### src/pkg/modem_cmd_map.vh
`ifndef MODEM_CMD_MAP_VH
`define MODEM_CMD_MAP_VH
// host port register selects (two address inputs)
`define SEL_DATA 2'h0
`define SEL_CMD 2'h1
`define SEL_CTRL 2'h2
`define SEL_MODE 2'h3
// command byte fields
`define CMD_BIT_CLOCK_ACQ 7
`define CMD_LEVEL_ACQ 6
`define CMD_EOP_EN 5
`define CMD_ENV_EN 4
// task codes
`define TASK_NULL 4'h0
`define TASK_HEAD 4'h1
`define TASK_R3 4'h2
`define TASK_BLOCK 4'h3
`define TASK_SYNC 4'h4
`define TASK_BYTE 4'h5
`define TASK_LOAD 4'h6
`define TASK_RESET 4'h7
`define TASK_HEADZ 4'h9
`define TASK_SHORT 4'hb
`define TASK_SYNCZ 4'hc
`define TASK_PS_BIAS 4'he
`define TASK_PS_OSC 4'hf
// status bits
`define ST_BUFFER_FREE 7
`define ST_IRQ 6
// control register: level response setting field
`define CTRL_LEVEL_RESPONSE_SETTING_LSB 2
// mode register
`define MODE_TRANSMIT_NOT_RECEIVE_SELECT 7
`define MODE_IRQ_EN 6
// buffer and timing
`define BUF_DEPTH 18
`define BIT_TIME_CYC 16'h0020
`define EOP_BITS 3
`define LEV_STEP_CYC 16'h0040
`define RESET_CTRL 8'h00
`define RESET_MODE 8'h00
`endif

### src/rtl/modem_task_command_unit.v
// How it works
// - receive, level bit set, task not reset: start level acquisition
// - acquisition starts fastest, steps slower until the set response
// - level bit zero does nothing; each one-write restarts acquisition
// - transmit mode ignores level, end-packet and envelope bits
// - end-packet output high after 3 bit times at mid, drops at once
// - envelope output high while stored levels differ above 4 percent
// - status bit 0 source selected by the two detector enables
// - one enable: irq on rise; both: irq on both edges
// - quality bits 0,1 follow detectors once enabled, no irq if off
// - reset task, transmit select or power save restore quality bits
// - receive task codes decoded as listed
// - transmit task codes decoded, 2, 9 and 12 reserved
// - codes 14 and 15 select power save bias or bias and oscillator
// - transmit task other than load clears buffer free, moves buffer when room exists
// - buffer emptied: set buffer free and irq, pin low if enabled
// - receive task clears free, waits bits, decodes, then sets free
// - receive results read byte 0 first
// - 18-byte buffer at one address, auto-incrementing position
// - two address bits select write and read registers
`timescale 1ns/100ps
`include "modem_cmd_map.vh"
module modem_task_command_unit (
   input wire ref_clk, // 100 mhz clock
   input wire rstn, // synchronous reset, active low
   input wire [1:0] addr, // register select
   input wire wr_stb, // one-cycle host write strobe
   input wire rd_stb, // one-cycle host read strobe
   input wire [7:0] wr_data, // host write data
   output reg [7:0] rd_data_r, // host read data
   input wire env_raw, // envelope comparator, async
   input wire mid_raw, // signal near mid-level comparator, async
   input wire [7:0] quality_in, // measured data quality value
   input wire xfer_room, // interleave buffer has room
   input wire rx_bits_ready, // enough de-interleaved bits present
   input wire [7:0] rx_byte, // decoded receive byte
   input wire rx_byte_vld, // decoded receive byte strobe
   input wire rx_done, // receive decode finished
   output reg [7:0] tx_byte_r, // byte moved to interleave buffer
   output reg tx_byte_vld_r, // pulse with tx_byte_r
   output reg [3:0] task_r, // active task code
   output reg task_start_r, // pulse: data task started
   output reg [2:0] lev_resp_r, // level measurement response step
   output reg bit_clock_acq_r, // pulse: bit clock acquisition start
   output reg [1:0] powersave_r, // 01 bias off, 10 bias and osc off
   output reg env_out_r, // envelope detector output
   output reg eop_out_r, // end-of-packet detector output
   output reg irq_n_r // interrupt pin, active low
);
localparam ST_IDLE = 3'b001;
localparam ST_TX = 3'b010;
localparam ST_RX = 3'b100;
reg [2:0] state_r;
reg [7:0] ctrl_r;
reg [7:0] mode_r;
reg eop_en_r;
reg env_en_r;
reg dq_det_r;
reg buffer_free_r;
reg irq_r;
reg st0_r;
reg [7:0] buf_mem [0:`BUF_DEPTH-1];
reg [4:0] ptr_r;
reg [4:0] cnt_r;
reg [2:0] env_s_r;
reg [2:0] mid_s_r;
reg [15:0] mid_cnt_r;
reg [1:0] mid_bits_r;
reg lev_run_r;
reg [15:0] lev_cnt_r;
reg [7:0] dq_r;
wire tx_mode = mode_r[`MODE_TRANSMIT_NOT_RECEIVE_SELECT];
wire cmd_wr = wr_stb && (addr == `SEL_CMD);
wire [3:0] code = wr_data[3:0];
wire data_task = is_data(code, tx_mode);
wire st0_nxt;
wire edge_irq;
wire task_done;

function is_data;
   input [3:0] c;
   input tx;
   begin
      case (c)
         `TASK_HEAD, `TASK_BLOCK, `TASK_SYNC, `TASK_BYTE, `TASK_LOAD,
         `TASK_SHORT: is_data = 1'b1;
         `TASK_R3, `TASK_HEADZ, `TASK_SYNCZ: is_data = !tx;
         default: is_data = 1'b0;
      endcase
   end
endfunction

function [4:0] task_len;
   input [3:0] c;
   begin
      case (c)
         `TASK_HEAD: task_len = 5'd6;
         `TASK_BLOCK: task_len = 5'd18;
         `TASK_SYNC: task_len = 5'd4;
         `TASK_BYTE: task_len = 5'd1;
         `TASK_SHORT: task_len = 5'd4;
         default: task_len = 5'd0;
      endcase
   end
endfunction

// status bit 0 source
assign st0_nxt = (env_en_r && eop_en_r) ? (env_out_r && !eop_out_r) :
   env_en_r ? env_out_r : eop_en_r ? eop_out_r : 1'b0;
assign edge_irq = (env_en_r || eop_en_r) && !tx_mode &&
   ((st0_nxt && !st0_r) ||
   (env_en_r && eop_en_r && !st0_nxt && st0_r));
assign task_done = (state_r == ST_TX && cnt_r == 5'd0) ||
   (state_r == ST_RX && rx_done);

// detector inputs are asynchronous: three-stage sync
always @(posedge ref_clk) begin
   if (!rstn) begin
      env_s_r <= 3'h0;
      mid_s_r <= 3'h0;
   end else begin
      env_s_r <= {env_s_r[1:0], env_raw};
      mid_s_r <= {mid_s_r[1:0], mid_raw};
   end
end

// detectors
always @(posedge ref_clk) begin
   if (!rstn) begin
      env_out_r <= 1'b0;
      eop_out_r <= 1'b0;
      mid_cnt_r <= 16'h0000;
      mid_bits_r <= 2'h0;
   end else begin
      if (env_s_r[2] == env_s_r[1])
         env_out_r <= env_en_r && !tx_mode && env_s_r[1];
      if (!eop_en_r || tx_mode || (mid_s_r[2] == mid_s_r[1] &&
         !mid_s_r[1])) begin
         eop_out_r <= 1'b0;
         mid_cnt_r <= 16'h0000;
         mid_bits_r <= 2'h0;
      end else if (mid_s_r[2] == mid_s_r[1] && !eop_out_r) begin
         if (mid_cnt_r == `BIT_TIME_CYC - 16'h0001) begin
            mid_cnt_r <= 16'h0000;
            if (mid_bits_r == `EOP_BITS - 1)
               eop_out_r <= 1'b1;
            else
               mid_bits_r <= mid_bits_r + 2'h1;
         end else begin
            mid_cnt_r <= mid_cnt_r + 16'h0001;
         end
      end
   end
end

// level acquisition sequencer
always @(posedge ref_clk) begin
   if (!rstn) begin
      lev_run_r <= 1'b0;
      lev_cnt_r <= 16'h0000;
      lev_resp_r <= 3'h0;
      bit_clock_acq_r <= 1'b0;
   end else begin
      bit_clock_acq_r <= cmd_wr && !tx_mode &&
         wr_data[`CMD_BIT_CLOCK_ACQ] && code != `TASK_RESET;
      if (cmd_wr && !tx_mode && wr_data[`CMD_LEVEL_ACQ] &&
         code != `TASK_RESET) begin
         lev_run_r <= 1'b1;
         lev_resp_r <= 3'h0;
         lev_cnt_r <= 16'h0000;
      end else if (!lev_run_r) begin
         lev_resp_r <= ctrl_r[`CTRL_LEVEL_RESPONSE_SETTING_LSB +: 3];
      end else if (lev_cnt_r == `LEV_STEP_CYC - 16'h0001) begin
         lev_cnt_r <= 16'h0000;
         if (lev_resp_r >= ctrl_r[`CTRL_LEVEL_RESPONSE_SETTING_LSB +: 3])
            lev_run_r <= 1'b0;
         else
            lev_resp_r <= lev_resp_r + 3'h1;
      end else begin
         lev_cnt_r <= lev_cnt_r + 16'h0001;
      end
   end
end

// command, task handshake, buffer
always @(posedge ref_clk) begin
   if (!rstn) begin
      state_r <= ST_IDLE;
      ctrl_r <= `RESET_CTRL;
      mode_r <= `RESET_MODE;
      eop_en_r <= 1'b0;
      env_en_r <= 1'b0;
      dq_det_r <= 1'b0;
      buffer_free_r <= 1'b1;
      irq_r <= 1'b0;
      st0_r <= 1'b0;
      ptr_r <= 5'h0;
      cnt_r <= 5'h0;
      task_r <= `TASK_NULL;
      task_start_r <= 1'b0;
      powersave_r <= 2'h0;
      tx_byte_r <= 8'h00;
      tx_byte_vld_r <= 1'b0;
   end else begin
      task_start_r <= 1'b0;
      tx_byte_vld_r <= 1'b0;
      st0_r <= st0_nxt;
      if (edge_irq || task_done)
         irq_r <= 1'b1;
      else if (rd_stb && addr == `SEL_CMD)
         irq_r <= 1'b0;
      if (wr_stb && addr == `SEL_CTRL)
         ctrl_r <= wr_data;
      if (wr_stb && addr == `SEL_MODE) begin
         mode_r <= wr_data;
         if (wr_data[`MODE_TRANSMIT_NOT_RECEIVE_SELECT])
            dq_det_r <= 1'b0;
      end
      if (wr_stb && addr == `SEL_DATA && ptr_r < `BUF_DEPTH) begin
         buf_mem[ptr_r] <= wr_data;
         ptr_r <= ptr_r + 5'h1;
      end
      if (rd_stb && addr == `SEL_DATA && ptr_r < `BUF_DEPTH)
         ptr_r <= ptr_r + 5'h1;
      case (state_r)
         ST_TX: begin
            if (cnt_r == 5'd0) begin
               buffer_free_r <= 1'b1;
               ptr_r <= 5'h0;
               state_r <= ST_IDLE;
            end else if (xfer_room) begin
               tx_byte_r <= buf_mem[ptr_r];
               tx_byte_vld_r <= 1'b1;
               ptr_r <= ptr_r + 5'h1;
               cnt_r <= cnt_r - 5'h1;
            end
         end
         ST_RX: begin
            if (rx_bits_ready && rx_byte_vld && ptr_r < `BUF_DEPTH) begin
               buf_mem[ptr_r] <= rx_byte;
               ptr_r <= ptr_r + 5'h1;
            end
            if (rx_done) begin
               buffer_free_r <= 1'b1;
               ptr_r <= 5'h0;
               state_r <= ST_IDLE;
            end
         end
         default: begin
         end
      endcase
      if (cmd_wr) begin
         if (!tx_mode) begin
            eop_en_r <= wr_data[`CMD_EOP_EN];
            env_en_r <= wr_data[`CMD_ENV_EN];
            if (wr_data[`CMD_EOP_EN] || wr_data[`CMD_ENV_EN])
               dq_det_r <= 1'b1;
         end
         if (code == `TASK_RESET) begin
            state_r <= ST_IDLE;
            buffer_free_r <= 1'b1;
            ptr_r <= 5'h0;
            dq_det_r <= 1'b0;
            powersave_r <= 2'h0;
         end else if (code == `TASK_PS_BIAS ||
            code == `TASK_PS_OSC) begin
            powersave_r <= (code == `TASK_PS_OSC) ? 2'h2 : 2'h1;
            dq_det_r <= 1'b0;
         end else if (data_task && tx_mode && code == `TASK_LOAD) begin
            // scrambler output runs free: buffer and status untouched
            task_r <= code;
            task_start_r <= 1'b1;
         end else if (data_task) begin
            task_r <= code;
            task_start_r <= 1'b1;
            buffer_free_r <= 1'b0;
            ptr_r <= 5'h0;
            powersave_r <= 2'h0;
            if (tx_mode && code != `TASK_LOAD) begin
               state_r <= ST_TX;
               cnt_r <= task_len(code);
            end else begin
               state_r <= ST_RX;
            end
         end
      end
   end
end

// read mux and interrupt pin
always @(posedge ref_clk) begin
   if (!rstn) begin
      rd_data_r <= 8'h00;
      irq_n_r <= 1'b1;
      dq_r <= 8'h00;
   end else begin
      dq_r <= dq_det_r ? {quality_in[7:2], eop_out_r, env_out_r}
         : quality_in;
      irq_n_r <= !(irq_r && mode_r[`MODE_IRQ_EN]);
      if (addr == `SEL_DATA)
         rd_data_r <= (ptr_r < `BUF_DEPTH) ? buf_mem[ptr_r] : 8'h00;
      else if (addr == `SEL_CMD)
         rd_data_r <= {buffer_free_r, irq_r, 5'h00, st0_r};
      else if (addr == `SEL_CTRL)
         rd_data_r <= dq_r;
      else
         rd_data_r <= 8'h00;
   end
end

endmodule // modem_task_command_unit

### config.mk
export PLATFORM = sky130hd
export DESIGN_NAME = modem_task_command_unit
export DESIGN_NICKNAME = d
export VERILOG_FILES = /design/src/rtl/modem_task_command_unit.v
export VERILOG_INCLUDE_DIRS = /design/src /design/src/pkg
export SDC_FILE = /design/constraint.sdc
export NUM_CORES = 1
export LEC_CHECK = 0
export BUFFER_PORTS_ARGS = -buffer_cell sky130_fd_sc_hd__buf_2
export CORE_ASPECT_RATIO = 1.2
export CORE_UTILIZATION = 40
export CTS_BUF_LIST = sky130_fd_sc_hd__clkbuf_4 sky130_fd_sc_hd__clkbuf_8 sky130_fd_sc_hd__clkbuf_16
export DETAILED_ROUTE_END_ITERATION = 16
export GPL_ROUTABILITY_DRIVEN = 0
export SETUP_SLACK_MARGIN = 0.3
export SLEW_MARGIN = 40
export SYNTH_ARGS = -nofsm -noshare
export SYNTH_HDL_FRONTEND = slang
export SYNTH_SLANG_ARGS = --single-unit
### constraint.sdc
create_clock -name ref_clk -period 2.8 [get_ports ref_clk]
set_input_delay 0.56 -clock ref_clk [delete_from_list [all_inputs] [get_ports ref_clk]]
set_output_delay 0.56 -clock ref_clk [all_outputs]
set_load 0.05 [all_outputs]
-- After elaboration in Yosys (flattened, before gate mapping)
Memories as Yosys holds them, arrays and structs flattened. A register that Yosys moved wholly into a read port is not among the register bits.
Index checks and enable logic that the tools add are counted.
- bits in writable memories: 144
- output and inout bits: 31
- input port bits: 36
- memories kept: 1
- flip-flop bits (word level): 112
- memory list (name ; depth ; bits a word ; rd ports ; clocked after Yosys merged registers in ; write ports ; RTL line ; text):
    buf_mem ; 18 ; 8 ; 1 ; 1 ; 1 ; modem_task_command_unit.v:62 ; reg [7:0] buf_mem [0:`BUF_DEPTH-1];
- bitwise gates (word level): 9
- add/sub/neg operators: 6
- reductions and logical operators: 66
- eq/ne operators: 27
- $lt $le $gt $ge: 2
- muxes and demuxes: 85
- operators with widths (cell ; count):
    5-bit 2-to-1 mux ; 21
    8-bit 2-to-1 mux ; 5
    1-bit 2-to-1 mux ; 33
    3-bit 2-to-1 mux ; 11
    16-bit by 1-bit adder with 16-bit output (second input constant) ; 2
    1-bit logical AND ; 32
    16-bit 2-to-1 mux ; 2
    4-bit equality test (second input constant) ; 5
    5-bit one-hot mux with 4 select lines ; 1
    16-bit by 5-bit equality test with 1-bit output (second input constant) ; 1
    16-bit by 6-bit equality test with 1-bit output (second input constant) ; 1
    4-bit by 3-bit equality test with 1-bit output (second input constant) ; 4
    2-bit 2-to-1 mux ; 6
    3-bit AND reduction ; 4
    5-bit one-hot mux with 2 select lines ; 1
    4-bit by 2-bit equality test with 1-bit output (second input constant) ; 2
    1-bit logical OR ; 8
    4-bit 2-to-1 mux ; 2
    4-bit by 3-bit != test with 1-bit output (second input constant) ; 2
    1-bit inverter ; 8
    1-bit zero test ; 7
    2-bit equality test (second input constant) ; 3
    3-bit one-hot mux with 2 select lines ; 1
    2-bit OR reduction ; 3
    other kinds (25) ; 30

-- Logic depth before layout (Yosys ltp)
Gate-level depths: netlist of run 1.
- depth in word-level cells: 14
- mapped depth: 9
- gate-level depth less buffers: 7

-- Least setup slack after synthesis of run 1
Ideal clock, no wire load.
- kind: register to register
- start: reg lev_resp_r[0]
- end: reg lev_resp_r[1]
- required time: 2.664 ns
- period minus slack after synthesis: 2.275 ns
- library setup time: 0.136 ns
- path buffers: 0
- data arrival time: 2.139 ns
- stages on the path, launching flop included: 8
- setup slack: 0.525 ns
- cells stage by stage: dfxtp_1 -> inv_1 -> ha_1 -> nand2b_1 -> a21o_1 -> a2111oi_4 -> mux2i_1 -> a211oi_2
- word-level cells in the longest chain between the ends: 4
- elaborated cells between the ends (all ways): 7
- classes of those cells: add/sub: 1; order compare: 1; eq/ne: 1; mux: 3; reduce/logical: 1
- ends and longest elaborated chain (what ; RTL line ; text):
    start: declaration ; modem_task_command_unit.v:43 ; output reg [2:0] lev_resp_r,
    start signal: assignment ; modem_task_command_unit.v:172 ; lev_resp_r <= ctrl_r[`CTRL_LEVEL_RESPONSE_SETTING_LSB +: 3];
    start signal: assignment ; modem_task_command_unit.v:178 ; lev_resp_r <= lev_resp_r + 3'h1;
    3-bit by 1-bit adder with 3-bit output ; modem_task_command_unit.v:178 ;
    3-bit 2-to-1 mux ; modem_task_command_unit.v:175 ; if (lev_resp_r >= ctrl_r[`CTRL_LEVEL_RESPONSE_SETTING_LSB +: 3])
    3-bit 2-to-1 mux ; modem_task_command_unit.v:173 ; end else if (lev_cnt_r == `LEV_STEP_CYC - 16'h0001) begin
    3-bit 2-to-1 mux ; modem_task_command_unit.v:171 ; end else if (!lev_run_r) begin
Parallel ways exist; a longest one is shown, timed or not. The select of a mux whose other input is x is not followed.
A chain may end at the register's enable or synchronous reset.

-- Final worst setup path of run 1
- start: reg state_r[2]
- end: mem buf_mem[9][1] (enable)
- word-level cells in the longest chain between the ends: 5
- ends and longest elaborated chain (what ; RTL line ; text):
    start: declaration ; modem_task_command_unit.v:53 ; reg [2:0] state_r;
    start signal: assignment ; modem_task_command_unit.v:188 ; state_r <= ST_IDLE;
    start signal: assignment ; modem_task_command_unit.v:230 ; state_r <= ST_IDLE;
    start signal: assignment ; modem_task_command_unit.v:246 ; state_r <= ST_IDLE;
    3-bit equality test ; modem_task_command_unit.v:225 ; case (state_r)
    1-bit 2-to-1 mux ; modem_task_command_unit.v:225 ;
    1-bit 2-to-1 mux ; modem_task_command_unit.v:187 ; if (!rstn) begin
    1-bit 2-to-1 mux (not written as such) ; modem_task_command_unit.v:240 ; buf_mem[ptr_r] <= rx_byte;
    1-bit bitwise OR (no source line) ; -- ;
    end: declaration ; modem_task_command_unit.v:62 ;
Every way passes these cells.

==> run_summary.xml, run 1 <==
<?xml version="1.0" encoding="UTF-8"?>
<metrics>
  <group name="run_status">
    <metric name="status" unit="">completed</metric>
  </group>
  <group name="min_path">
    <metric name="hold_depth" unit="">2</metric>
    <metric name="worstHoldStart" unit="">quality_in[3]</metric>
    <metric name="hold-path-endpoint" unit="">dq_r[3]</metric>
    <metric name="holdCritPathClass" unit="">in -&gt; reg</metric>
  </group>
  <group name="sta">
    <metric name="fin_worst_hold_slack" unit="ns">0.250</metric>
    <metric name="timing.final.hold_violations" unit="">0</metric>
    <metric name="timing.setup.tns" unit="ns">0</metric>
    <metric name="worst-slew-pin-transition" unit="ns">0.682</metric>
    <metric name="clock_skew" unit="ns">0.0117</metric>
    <metric name="setup_violations" unit="">0</metric>
    <metric name="timing.final.crit_share" unit="%">86.1</metric>
    <metric name="timing_max_transition_violations_final" unit="">0</metric>
    <metric name="grt_setup_unrepaired" unit="">yes</metric>
    <metric name="timing.fmax" unit="MHz">415</metric>
    <metric name="period_minus_slack" unit="ns">2.41</metric>
    <metric name="worst_slew_margin_rel" unit="%">54.3</metric>
  </group>
  <group name="route">
    <metric name="detail_route_antenna_nets" unit="">0</metric>
    <metric name="detailedRoute.firstPassIterationCount" unit="">4</metric>
    <metric name="detail_route.wirelength.met1" unit="um">11000</metric>
    <metric name="finalWirelength" unit="um">25100</metric>
    <metric name="total_met2_wirelength_after_detailed_routing" unit="um">12500</metric>
    <metric name="met3_wirelength" unit="um">983</metric>
    <metric name="wl_per_cell" unit="um">19.5</metric>
    <metric name="post-route-drc-count" unit="">0</metric>
    <metric name="vias_after_detailed_routing" unit="">6881</metric>
    <metric name="highest-signal-layer" unit="">met4</metric>
    <metric name="avgViaCountPerCell" unit="">5.35</metric>
    <metric name="detailedRoute.firstIterationViolations" unit="">552</metric>
  </group>
  <group name="logic_synthesis">
    <metric name="synth_cell_types" unit="">74</metric>
    <metric name="seq_area_frac_synth" unit="%">60.3</metric>
    <metric name="synth-xor-area-share" unit="%">2.72</metric>
    <metric name="post_synth_and_or_nand_nor_area_fraction" unit="%">14.2</metric>
    <metric name="synth_area" unit="um2">10600</metric>
    <metric name="synth_edf_count" unit="">144</metric>
    <metric name="proportion_of_register_bits_with_asynchronous_set_or_reset_after_synthesis" unit="%">0</metric>
    <metric name="dominant_combinational_cell_family_by_area_after_synthesis" unit="">simple AND/OR/NAND/NOR gates</metric>
    <metric name="synth_area_in_compound_gates" unit="%">8.85</metric>
    <metric name="ys_dominant_reg_cell" unit="">edfxtp_1</metric>
    <metric name="synth_area_per_cell" unit="um2">12.5</metric>
    <metric name="yosys_warnings" unit="">0</metric>
    <metric name="post_synth_mux_area_share" unit="%">9.26</metric>
    <metric name="post_synth_fa_ha_maj_area_fraction" unit="%">1.53</metric>
    <metric name="syn_inst" unit="">852</metric>
    <metric name="synth-seq-cells" unit="">248</metric>
    <metric name="synthesis.nets" unit="">901</metric>
  </group>
  <group name="clocking">
    <metric name="numCtsBuffers" unit="">25</metric>
    <metric name="clockBufferDepth" unit="">3</metric>
    <metric name="clock-root-buffer" unit="">clkbuf_16</metric>
    <metric name="cts_hold_buffers_added" unit="">0</metric>
    <metric name="cts_max_level" unit="">1</metric>
    <metric name="cts_tree" unit="">built</metric>
    <metric name="clkSlewWorstSetupHoldPaths" unit="ns">0.07</metric>
    <metric name="cts_setup_buffers" unit="">0</metric>
    <metric name="numClockSinks" unit="">248</metric>
    <metric name="clk-insertion-delay-late" unit="ns">0.52</metric>
  </group>
  <group name="die">
    <metric name="placementRows" unit="">64</metric>
    <metric name="initial_utilization" unit="%">41.2</metric>
    <metric name="die_span_in_x" unit="um">151</metric>
    <metric name="pin_count" unit="">67</metric>
    <metric name="die_area" unit="um2">27200</metric>
    <metric name="die_height" unit="um">180</metric>
    <metric name="core_area" unit="um2">25800</metric>
  </group>
  <group name="place">
    <metric name="detailed_place_hpwl" unit="um">17400</metric>
    <metric name="placed_cells" unit="">1241</metric>
    <metric name="io_buffer_count" unit="">66</metric>
  </group>
  <group name="critical_path">
    <metric name="r2r-end" unit="">buf_mem[9][1]</metric>
    <metric name="timing.critical_path.slowest_stage_cell" unit="">dfxtp_1</metric>
    <metric name="worstPathArrival" unit="ns">2.63</metric>
    <metric name="path_class" unit="">reg -&gt; reg</metric>
    <metric name="critPathMaxStageDelay" unit="ns">0.50</metric>
    <metric name="cp_cell_sequence" unit="">nand2b_4 &gt; or3_1 &gt; a21oi_1 &gt; nand2_1 &gt; nor2_1 &gt; buf_4</metric>
    <metric name="worstPathRequired" unit="ns">3.02</metric>
    <metric name="worst-r2r-cell-count" unit="">6</metric>
    <metric name="setup.worst_path.start_class" unit="">flop</metric>
    <metric name="timing.critical_path.fanout_max" unit="">8</metric>
    <metric name="setup.worst_path.end_class" unit="">flop</metric>
    <metric name="worstReg2RegStart" unit="">state_r[2]</metric>
    <metric name="setup.reg_to_reg.worst_slack" unit="ns">0.39</metric>
  </group>
  <group name="power_and_ir_drop">
    <metric name="power_share_of_the_sequential_group" unit="%">52.2</metric>
    <metric name="power_switching" unit="mW">1.65</metric>
    <metric name="vdd_drop_max" unit="V">0.000460</metric>
    <metric name="power_switching_share" unit="%">22.0</metric>
    <metric name="clock_power_share" unit="%">42.7</metric>
    <metric name="power_per_cell_area" unit="nW/um2">615</metric>
    <metric name="combPwrFrac" unit="%">5.1</metric>
    <metric name="post-layout-total-power" unit="mW">7.49</metric>
    <metric name="internal-power" unit="mW">5.84</metric>
    <metric name="power.static_leakage" unit="nW">4.21</metric>
  </group>
  <group name="finish">
    <metric name="final_common_cell" unit="">edfxtp_1</metric>
    <metric name="finish.cell_count_without_fillers" unit="">1286</metric>
    <metric name="mostFrequentLayoutCells" unit="">edfxtp_1 (144), dfxtp_1 (102), nor2_1 (80)</metric>
    <metric name="antenna_cells_inserted" unit="">0</metric>
    <metric name="nNetsFinal" unit="">987</metric>
    <metric name="layout.core_utilization" unit="%">47.2</metric>
    <metric name="share_of_post_route_cells_with_drive_strength_above_1" unit="%">20.2</metric>
    <metric name="syn2layout_area_growth" unit="%">14.7</metric>
  </group>
  <group name="run">
    <metric name="maxCapViolations" unit="">0</metric>
  </group>
  <group name="global_route">
    <metric name="grt.overflow.total" unit="">0</metric>
    <metric name="grt_max_degree" unit="">62</metric>
    <metric name="antenna_violations_before_repair" unit="">0</metric>
    <metric name="global_route.usage.total" unit="%">18.8</metric>
    <metric name="grt_first_pass_wirelength" unit="um">38900</metric>
    <metric name="first_global_vias" unit="">6752</metric>
  </group>
</metrics>
[critical path, delay by kind of cell (launching register included)]
| family | cells | cell delay (ns) |
|---|---|---|
| compound gates | 1 | 0.43 |
| buf+inv | 1 | 0.19 |
| flops | 1 | 0.50 |
| simple gates | 4 | 1.00 |
[cell families after synthesis]
kind of cell	count (synthesis)
AND/OR/NAND/NOR	294
multiplexers	67
AO/OA/AOI/OAI	136
XOR/XNOR	33
flip-flops	248
buffers and inverters	61
adder cells (fa/ha/maj)	13
[flip-flops by register name (all words and copies together) (netlist names), 2 cells and up]
signal and count:
buf_mem 144, cnt_r 5, ctrl_r 3, dq_r 8, env_s_r 3, lev_cnt_r 16, lev_resp_r 3, mid_bits_r 2
mid_cnt_r 16, mid_s_r 3, mode_r 2, powersave_r 2, ptr_r 5, rd_data_r 8, state_r 3, task_r 4
tx_byte_r 8
[repair_timing]
action / 4_1_cts / 5_1_grt
hold endpoints to repair: 0 / 0
resized for setup: 0 / 5
setup endpoints to repair: 0 / 107
[through the flow]
stage	cell area, um2	setup slack [ns]
5_1_grt	12200	0.297
6_report	12200	0.388
3_5_place_dp	11400	0.287
3_3_place_gp	11400	0.309
4_1_cts	12200	0.347
2_1_floorplan	10600	0.525
[worst max path at each step]
| stage | end | slack, ns | start |
|---|---|---|---|
| 3_5_place_dp | buf_mem[14][3] | 0.29 | rx_byte_vld |
| 3_3_place_gp | buf_mem[11][3] | 0.31 | rx_bits_ready |
| 4_1_cts | buf_mem[4][3] | 0.35 | ptr_r[3] |
| 2_1_floorplan | lev_resp_r[1] | 0.53 | lev_resp_r[0] |
| 5_1_grt | buf_mem[13][4] | 0.30 | ptr_r[3] |
| 6_report | buf_mem[9][1] | 0.39 | state_r[2] |
[power by group through the flow]
stage / clock (mW) / combinational (mW) / sequential, mW
6_report: 3.19 / 0.385 / 3.91
3_5_place_dp: 0 / 0.388 / 3.99
4_1_cts: 3.27 / 0.389 / 3.91
5_1_grt: 3.40 / 0.419 / 3.91
3_3_place_gp: 0 / 0.386 / 3.99
2_1_floorplan: 0 / 0.229 / 4.01
[synth_stat cells, drive strengths merged, types with 4 or more instances]
| cell type | n | area share [%] |
|---|---|---|
| a211oi | 9 | 0.73 |
| a21boi | 8 | 0.57 |
| a21oi | 33 | 1.6 |
| a221oi | 6 | 0.49 |
| a2bb2oi | 6 | 0.49 |
| and2 | 17 | 1.0 |
| and3 | 8 | 0.48 |
| and4 | 4 | 0.33 |
| buf | 18 | 1.3 |
| clkbuf | 21 | 0.93 |
| dfxtp | 104 | 20 |
| edfxtp | 144 | 41 |
| ha | 13 | 1.5 |
| inv | 21 | 0.74 |
| mux2 | 10 | 1.1 |
| mux2i | 33 | 3.1 |
| mux4 | 24 | 5.1 |
| nand2 | 66 | 2.3 |
| nand2b | 6 | 0.42 |
| nand3 | 25 | 1.2 |
| nand3b | 4 | 0.28 |
| nand4 | 13 | 0.77 |
| nor2 | 82 | 2.9 |
| nor2b | 28 | 1.6 |
| nor3 | 13 | 0.61 |
| nor4 | 8 | 0.53 |
| o211ai | 4 | 0.28 |
| o21ai | 38 | 1.8 |
| or2 | 4 | 0.24 |
| or3 | 5 | 0.29 |
| xnor2 | 18 | 1.5 |
| xor2 | 15 | 1.2 |
[metal layers]
layer,global-route usage (%),vias to the layer above
li1,-,3303
met1,24.6,3384
met2,32.1,151
met3,2.25,43
met4,5.68,0
met5,0,-
[cell type report]
class                   count  area, um2
clock buffers              31        677
well taps                 330        413
multi-input cells         543       3890
fillers                  2355      13600
repair buffers             98        608
clock inverters            14        103
flip-flops and latches    248       6410
inverters                  22       82.6
Note: power is estimated with default switching activity, not from simulation.
==> run 2: changes to the inputs <==
ABC_AREA = 1   (was default)
TNS_END_PERCENT = 50   (was default)
==> run 2 against run 1 <==
  * Synthesized area increased by 4.1%
  * Largest cell class unchanged
  * Count of clock-buffer cells in the layout is 8 higher
  * Clock power grew 6%
  * Sequential power about the same
  * Combinational power grew 17%
  * Critical path depth rose by 3
  * First-iteration DRC count down 13%
  * Final cell count grew 32%
  * Synthesized cell count rose by 48%
  * Sequential share of layout area decreased by 2.2 points
  * Setup slack improved by 0.12 ns
  * Global-route usage increased by 0.33 points
==> run_summary.xml, run 2 <==
<?xml version="1.0" encoding="UTF-8"?>
<metrics>
  <group name="clocking">
    <metric name="clock-root-buffer" unit="">clkbuf_16</metric>
    <metric name="numCtsBuffers" unit="">25</metric>
    <metric name="numClockSinks" unit="">248</metric>
    <metric name="cts_tree" unit="">built</metric>
    <metric name="cts_setup_buffers" unit="">0</metric>
    <metric name="clk-insertion-delay-late" unit="ns">0.53</metric>
    <metric name="clkSlewWorstSetupHoldPaths" unit="ns">0.06</metric>
    <metric name="cts_hold_buffers_added" unit="">0</metric>
    <metric name="clockBufferDepth" unit="">3</metric>
    <metric name="post_cts_resize_count" unit="">0</metric>
    <metric name="cts_max_level" unit="">1</metric>
  </group>
  <group name="logic_synthesis">
    <metric name="proportion_of_register_bits_with_asynchronous_set_or_reset_after_synthesis" unit="%">0</metric>
    <metric name="synth-seq-cells" unit="">248</metric>
    <metric name="synth_edf_count" unit="">144</metric>
    <metric name="synthDominantAreaCellType" unit="">edfxtp_1</metric>
    <metric name="synthesis.nets" unit="">1307</metric>
    <metric name="synth_most_common_cell" unit="">nand2_1</metric>
    <metric name="dominant_combinational_cell_family_by_area_after_synthesis" unit="">simple AND/OR/NAND/NOR gates</metric>
    <metric name="synth_top_area_share" unit="%">39.1</metric>
    <metric name="post_synth_mux_area_share" unit="%">0.475</metric>
    <metric name="yosys_warnings" unit="">0</metric>
    <metric name="seq_area_frac_synth" unit="%">58.0</metric>
    <metric name="ys_dominant_reg_cell" unit="">edfxtp_1</metric>
    <metric name="yosys-top-cells-count" unit="">nand2_1 (290), nor2_1 (201), edfxtp_1 (144), inv_1 (131), dfxtp_1 (104)</metric>
    <metric name="synth_area_per_cell" unit="um2">8.79</metric>
    <metric name="post_synth_and_or_nand_nor_area_fraction" unit="%">23.5</metric>
    <metric name="synth-xor-area-share" unit="%">1.19</metric>
    <metric name="syn_inst" unit="">1258</metric>
    <metric name="synth_area" unit="um2">11100</metric>
    <metric name="synth_cell_types" unit="">46</metric>
    <metric name="synth.area.top_cells" unit="">edfxtp_1 (39%), dfxtp_1 (19%), nand2_1 (9.8%)</metric>
    <metric name="synth_area_in_compound_gates" unit="%">8.64</metric>
    <metric name="post_synth_fa_ha_maj_area_fraction" unit="%">1.47</metric>
  </group>
  <group name="critical_path">
    <metric name="worstPathRequired" unit="ns">2.95</metric>
    <metric name="worstSetupEndpoint" unit="">buf_mem[6][7]</metric>
    <metric name="worstPathArrival" unit="ns">2.45</metric>
    <metric name="setup.worst_path.end_class" unit="">flop</metric>
    <metric name="r2r-end" unit="">buf_mem[6][7]</metric>
    <metric name="crit_path_start" unit="">ptr_r[2]</metric>
    <metric name="path_class" unit="">reg -&gt; reg</metric>
    <metric name="setup.reg_to_reg.worst_slack" unit="ns">0.51</metric>
    <metric name="worstReg2RegStart" unit="">ptr_r[2]</metric>
    <metric name="worst-r2r-cell-count" unit="">9</metric>
    <metric name="timing.critical_path.fanout_max" unit="">9</metric>
    <metric name="setup.worst_path.start_class" unit="">flop</metric>
  </group>
  <group name="finish">
    <metric name="share_of_post_route_cells_with_drive_strength_above_1" unit="%">13.4</metric>
    <metric name="final_common_cell" unit="">nand2_1</metric>
    <metric name="number_of_flip_flops_in_the_largest_register" unit="">144</metric>
    <metric name="max_flop_register" unit="">buf_mem</metric>
    <metric name="antenna_cells_inserted" unit="">0</metric>
    <metric name="syn2layout_area_growth" unit="%">15.0</metric>
    <metric name="mostFrequentLayoutCells" unit="">nand2_1 (290), nor2_1 (201), edfxtp_1 (144)</metric>
    <metric name="biggestRegsByFlops" unit="">buf_mem (144), lev_cnt_r (16), mid_cnt_r (16)</metric>
    <metric name="fillerInstances" unit="">2601</metric>
    <metric name="nNetsFinal" unit="">1393</metric>
    <metric name="final_design_area_no_fill" unit="um2">12700</metric>
  </group>
  <group name="route">
    <metric name="avgViaCountPerCell" unit="">5.01</metric>
    <metric name="met3_wirelength" unit="um">1320</metric>
    <metric name="vias_after_detailed_routing" unit="">8539</metric>
    <metric name="total_met2_wirelength_after_detailed_routing" unit="um">12500</metric>
    <metric name="detailedRoute.firstPassIterationCount" unit="">5</metric>
    <metric name="finalWirelength" unit="um">26400</metric>
    <metric name="detail_route.wirelength.met1" unit="um">11600</metric>
    <metric name="detail_route_antenna_nets" unit="">0</metric>
    <metric name="wl_per_cell" unit="um">15.5</metric>
    <metric name="post-route-drc-count" unit="">0</metric>
    <metric name="detailedRoute.firstIterationViolations" unit="">479</metric>
    <metric name="highest-signal-layer" unit="">met4</metric>
  </group>
  <group name="min_path">
    <metric name="holdCritPathClass" unit="">in -&gt; reg</metric>
  </group>
  <group name="sta">
    <metric name="timing.setup.tns" unit="ns">0</metric>
    <metric name="grt_setup_unrepaired" unit="">yes</metric>
    <metric name="timing.final.hold_violations" unit="">0</metric>
    <metric name="clock_skew" unit="ns">0.0218</metric>
    <metric name="timing.fmax" unit="MHz">436</metric>
    <metric name="timing.final.crit_share" unit="%">81.9</metric>
    <metric name="timing_max_transition_violations_final" unit="">0</metric>
    <metric name="worst-slew-pin-transition" unit="ns">0.813</metric>
    <metric name="setup_violations" unit="">0</metric>
    <metric name="period_minus_slack" unit="ns">2.29</metric>
    <metric name="worst_slew_margin_rel" unit="%">45.8</metric>
  </group>
  <group name="power_and_ir_drop">
    <metric name="power_switching_share" unit="%">21.9</metric>
    <metric name="power.static_leakage" unit="nW">5.24</metric>
    <metric name="power_share_of_the_sequential_group" unit="%">50.5</metric>
    <metric name="combPwrFrac" unit="%">5.8</metric>
    <metric name="vdd_drop_max" unit="V">0.000482</metric>
    <metric name="power_per_cell_area" unit="nW/um2">608</metric>
    <metric name="internal-power" unit="mW">6.04</metric>
    <metric name="power_switching" unit="mW">1.69</metric>
    <metric name="clock_power_share" unit="%">43.7</metric>
  </group>
  <group name="die">
    <metric name="die_area" unit="um2">28300</metric>
    <metric name="core_area" unit="um2">27200</metric>
    <metric name="pin_count" unit="">67</metric>
    <metric name="die_height" unit="um">184</metric>
    <metric name="initial_utilization" unit="%">40.7</metric>
    <metric name="placementRows" unit="">66</metric>
    <metric name="die_span_in_x" unit="um">154</metric>
  </group>
  <group name="run">
    <metric name="maxCapViolations" unit="">0</metric>
  </group>
  <group name="global_route">
    <metric name="grt_max_degree" unit="">78</metric>
    <metric name="first_global_vias" unit="">8365</metric>
    <metric name="global_route.usage.total" unit="%">19.1</metric>
    <metric name="antenna_violations_before_repair" unit="">0</metric>
    <metric name="grt.overflow.total" unit="">0</metric>
    <metric name="grt_first_pass_wirelength" unit="um">42700</metric>
  </group>
  <group name="place">
    <metric name="detailed_place_hpwl" unit="um">17900</metric>
    <metric name="dpl_cell_area" unit="um2">11900</metric>
    <metric name="io_buffer_count" unit="">66</metric>
  </group>
  <group name="run_status">
    <metric name="status" unit="">completed</metric>
  </group>
</metrics>
## run 2: cell types whose count changed after synthesis, sizes merged, moves of 28 or more
cell,change
nand2,+229
o21ai,+56
nor2,+127
inv,+122
nand3,+37
mux2i,-33
nor2b,-28
## run 2: stage by stage
stage | hold slack [ns] | worst slack, ns | total power, mW | std cells | utilization [%]
floorplan | 0.365 | 0.790 | 4.27 | 1258 | -
global route | 0.209 | 0.250 | 7.99 | 1703 | 46.8
global placement | 0.393 | 0.340 | 4.43 | 1657 | 43.7
detailed placement | 0.383 | 0.326 | 4.43 | 1657 | 43.7
finish | 0.213 | 0.506 | 7.73 | 1703 | 46.8
CTS | 0.193 | 0.488 | 7.81 | 1703 | 46.8
## run 2: cell families after synthesis
kind of cell / after synthesis
AO/OA/AOI/OAI: 179
buffers and inverters: 183
adder cells (fa/ha/maj): 13
multiplexers: 4
flip-flops: 248
XOR/XNOR: 15
AND/OR/NAND/NOR: 616
## run 2: worst min-delay path by stage
stage / start / to / depth (start not counted)
3_3_place_gp: mode_r[6] / irq_n_r / 1
5_1_grt: env_raw / env_s_r[0] / 3
2_1_floorplan: mode_r[6] / irq_n_r / 1
4_1_cts: quality_in[2] / dq_r[2] / 3
3_5_place_dp: mode_r[6] / irq_n_r / 1
6_report: quality_in[2] / dq_r[2] / 3
## run 2: metal layers
metal  up-vias  track usage (%)
met5         -                0
met4         0             7.64
met3        52             2.49
met2       204             32.9
met1      3975             24.3
li1       4308                -
## run 2: cell type report
class | instances | area, um2 | area share [%]
multi-input combinational | 827 | 3910 | 30.7
timing repair buffer | 98 | 583 | 4.59
inverter | 144 | 541 | 4.25
sequential | 248 | 6410 | 50.4
clock buffer | 39 | 792 | 6.23
clock inverter | 7 | 61.3 | 0.482
tap | 340 | 425 | 3.35
## run 2: power by group through the flow
stage	Combinational (mW)	Sequential, mW	Clock [mW]
after floorplan	0.254	4.02	0
after global routing	0.500	3.90	3.58
after CTS	0.453	3.90	3.46
after global placement	0.449	3.98	0
after detailed placement	0.450	3.98	0
final	0.449	3.90	3.38
## run 2: critical path, cell delays in order (launching register included)
cell	delay, ns
dfxtp_1	0.41
nor2_2	0.14
nand2_1	0.06
nand2_1	0.09
nand2_1	0.13
nor2_4	0.20
nand2_1	0.07
nand2_1	0.15
nand2_1	0.16
nor2_1	0.52
==> run 3: changes to the inputs <==
ABC_AREA = 0   (was 1)
clock period = 2 ns   (was 2.8 ns; I/O delays follow)
==> run 3 against run 2 <==
  * Design area grew 7.8%
  * Via count shrank 11%
  * Critical path depth shrank 4
  * Register-to-register slack lost 0.44 ns
  * Clock power grew 32%
  * Non-clock buffer count grew 67
  * Critical path type unchanged
  * Critical endpoint is now buf_mem[11][4]
==> run_summary.xml, run 3 (synthesized netlist as in run 1, its figures left out) <==
<?xml version="1.0" encoding="UTF-8"?>
<metrics>
  <group name="run_status">
    <metric name="status" unit="">completed</metric>
  </group>
  <group name="clocking">
    <metric name="cts_max_level" unit="">1</metric>
    <metric name="clock-root-buffer" unit="">clkbuf_16</metric>
    <metric name="clkSlewWorstSetupHoldPaths" unit="ns">0.06</metric>
    <metric name="numClockSinks" unit="">248</metric>
    <metric name="clockBufferDepth" unit="">3</metric>
    <metric name="clk-insertion-delay-late" unit="ns">0.53</metric>
    <metric name="cts_hold_buffers_added" unit="">0</metric>
    <metric name="numCtsBuffers" unit="">25</metric>
    <metric name="cts_tree" unit="">built</metric>
  </group>
  <group name="critical_path">
    <metric name="worstPathArrival" unit="ns">2.18</metric>
    <metric name="worstPathRequired" unit="ns">2.24</metric>
    <metric name="path_class" unit="">reg -&gt; reg</metric>
    <metric name="critPathMaxStageDelay" unit="ns">0.39</metric>
    <metric name="timing.critical_path.slowest_stage_cell" unit="">mux2_4</metric>
    <metric name="setup.worst_path.start_class" unit="">flop</metric>
    <metric name="cp_cell_sequence" unit="">nand2b_4 &gt; or3_4 &gt; nor2_4 &gt; buf_4 &gt; mux2_4</metric>
    <metric name="setup.worst_path.end_class" unit="">flop</metric>
    <metric name="timing.critical_path.fanout_max" unit="">9</metric>
  </group>
  <group name="finish">
    <metric name="antenna_cells_inserted" unit="">0</metric>
    <metric name="final_design_area_no_fill" unit="um2">13700</metric>
    <metric name="number_of_flip_flops_in_the_largest_register" unit="">144</metric>
    <metric name="biggestRegsByFlops" unit="">buf_mem (144), lev_cnt_r (16), mid_cnt_r (16)</metric>
    <metric name="multi_input_area" unit="um2">4630</metric>
    <metric name="share_of_post_route_cells_with_drive_strength_above_1" unit="%">34.4</metric>
    <metric name="fillerInstances" unit="">2153</metric>
    <metric name="max_flop_register" unit="">buf_mem</metric>
    <metric name="syn2layout_area_growth" unit="%">29.1</metric>
    <metric name="nNetsFinal" unit="">1073</metric>
    <metric name="final_common_cell" unit="">edfxtp_1</metric>
    <metric name="ff_latch_area" unit="um2">6430</metric>
    <metric name="mostFrequentLayoutCells" unit="">edfxtp_1 (144), dfxtp_1 (88), buf_4 (71)</metric>
  </group>
  <group name="global_route">
    <metric name="first_global_vias" unit="">7538</metric>
    <metric name="grt_util_met1" unit="%">26.0</metric>
    <metric name="peak_usage_layer_in_the_global_routing_report" unit="">met2</metric>
    <metric name="grt_first_pass_wirelength" unit="um">43700</metric>
    <metric name="use_met3" unit="%">3.34</metric>
    <metric name="antenna_violations_before_repair" unit="">0</metric>
    <metric name="global_route_met2_usage" unit="%">37.2</metric>
    <metric name="grt_max_degree" unit="">62</metric>
    <metric name="global_route.usage.total" unit="%">21.3</metric>
    <metric name="grt.overflow.total" unit="">0</metric>
  </group>
  <group name="route">
    <metric name="detailedRoute.firstIterationViolations" unit="">503</metric>
    <metric name="post-route-drc-count" unit="">0</metric>
    <metric name="wl_per_cell" unit="um">21.2</metric>
    <metric name="avgViaCountPerCell" unit="">5.55</metric>
    <metric name="finalWirelength" unit="um">29100</metric>
    <metric name="detail_route_antenna_nets" unit="">0</metric>
    <metric name="detailedRoute.firstPassIterationCount" unit="">5</metric>
    <metric name="vias_after_detailed_routing" unit="">7622</metric>
  </group>
  <group name="place">
    <metric name="io_buffer_count" unit="">66</metric>
    <metric name="detailed_place_hpwl" unit="um">17600</metric>
    <metric name="dp_worst_setup_slack" unit="ns">-0.156</metric>
    <metric name="dpl_cell_area" unit="um2">11900</metric>
  </group>
  <group name="power_and_ir_drop">
    <metric name="power_share_of_the_sequential_group" unit="%">51.1</metric>
    <metric name="power.static_leakage" unit="nW">4.83</metric>
    <metric name="clock_power_share" unit="%">41.8</metric>
    <metric name="power_switching" unit="mW">2.41</metric>
    <metric name="power_per_cell_area" unit="nW/um2">780</metric>
    <metric name="internal-power" unit="mW">8.28</metric>
    <metric name="vdd_drop_max" unit="V">0.000529</metric>
    <metric name="power_switching_share" unit="%">22.5</metric>
    <metric name="combPwrFrac" unit="%">7.1</metric>
  </group>
  <group name="die">
    <metric name="pin_count" unit="">67</metric>
    <metric name="core_area" unit="um2">25800</metric>
    <metric name="placementRows" unit="">64</metric>
    <metric name="die_span_in_x" unit="um">151</metric>
    <metric name="die_height" unit="um">180</metric>
    <metric name="initial_utilization" unit="%">41.2</metric>
    <metric name="die_area" unit="um2">27200</metric>
  </group>
  <group name="sta">
    <metric name="clock_skew" unit="ns">0.0200</metric>
    <metric name="timing.final.crit_share" unit="%">96.9</metric>
    <metric name="period_minus_slack" unit="ns">1.94</metric>
    <metric name="grt_setup_unrepaired" unit="">yes</metric>
    <metric name="final_ws_setup" unit="ns">0.0630</metric>
    <metric name="timing.final.hold_violations" unit="">0</metric>
    <metric name="setup_violations" unit="">0</metric>
    <metric name="worst_slew_margin_rel" unit="%">59.4</metric>
    <metric name="worst-slew-pin-transition" unit="ns">0.607</metric>
    <metric name="timing_max_transition_violations_final" unit="">0</metric>
    <metric name="fin_worst_hold_slack" unit="ns">0.0793</metric>
    <metric name="timing.fmax" unit="MHz">516</metric>
  </group>
  <group name="min_path">
    <metric name="holdCritPathClass" unit="">in -&gt; reg</metric>
  </group>
  <group name="run">
    <metric name="maxCapViolations" unit="">0</metric>
  </group>
</metrics>
-- run 3: cell count changes in the layout (fill, tap and decap cells not counted), sizes merged, moves of 37 or more --
cell,previous run,this run
nand2,295,66
nor2,209,82
inv,144,22
buf,98,162
o21ai,94,38
nand3,62,25
-- run 3: worst paths after layout --
check | from | endpoint | slack (ns) | depth (start not counted)
min reg2reg | mode_r[6] | irq_n_r | 0.41 | 1
max reg2reg | state_r[1] | buf_mem[11][4] | 0.06 | 5
max | state_r[1] | buf_mem[11][4] | 0.06 | 5
min | quality_in[3] | dq_r[3] | 0.08 | 2
-- run 3: repair_timing --
item / 4_1_cts / 5_1_grt
pin swaps: 23 / 23
gates cloned: 20 / 2
setup endpoints to repair: 335 / 353
gates resized for setup: 55 / 46
buffers inserted: 23 / 7
-- run 3: worst max-delay path: cells and delay by family (launching register included) --
kind,cells,cell delay [ns]
and+or+nand+nor,3,0.73
muxes,1,0.39
DFF,1,0.32
buffers and inverters,1,0.21
-- run 3: metrics by stage --
| stage | setup TNS, ns | cells | power, mW | utilization (%) |
|---|---|---|---|---|
| after CTS | 0 | 1364 | 10.7 | 52.2 |
| after global placement | -17.93 | 1275 | 6.19 | 46.3 |
| after floorplan | 0 | 852 | 5.95 | - |
| after global routing | 0 | 1373 | 11.0 | 53.2 |
| final | 0 | 1373 | 10.7 | 53.2 |
| after detailed placement | -21.61 | 1275 | 6.20 | 46.3 |
-- run 3: per-layer routing --
metal / wire [um] / part of all wire, %
met1: 11400 / 39
met2: 14700 / 51
met3: 1730 / 5.9
met4: 1240 / 4.3
met5: 0 / 0
-- run 3: area by class of cell --
class | instances | area share, %
inverters | 22 | 0.630
clock buffers | 31 | 4.89
well taps | 330 | 3.01
multi-input cells | 562 | 33.8
repair buffers | 165 | 9.89
clock inverters | 15 | 0.858
flip-flops and latches | 248 | 46.9
-- run 3: power groups by stage --
stage	sequential (mW)	combinational, mW	clock, mW
2_1_floorplan	5.61	0.338	0
3_3_place_gp	5.57	0.623	0
3_5_place_dp	5.57	0.627	0
4_1_cts	5.46	0.731	4.55
5_1_grt	5.46	0.805	4.74
6_report	5.46	0.763	4.47
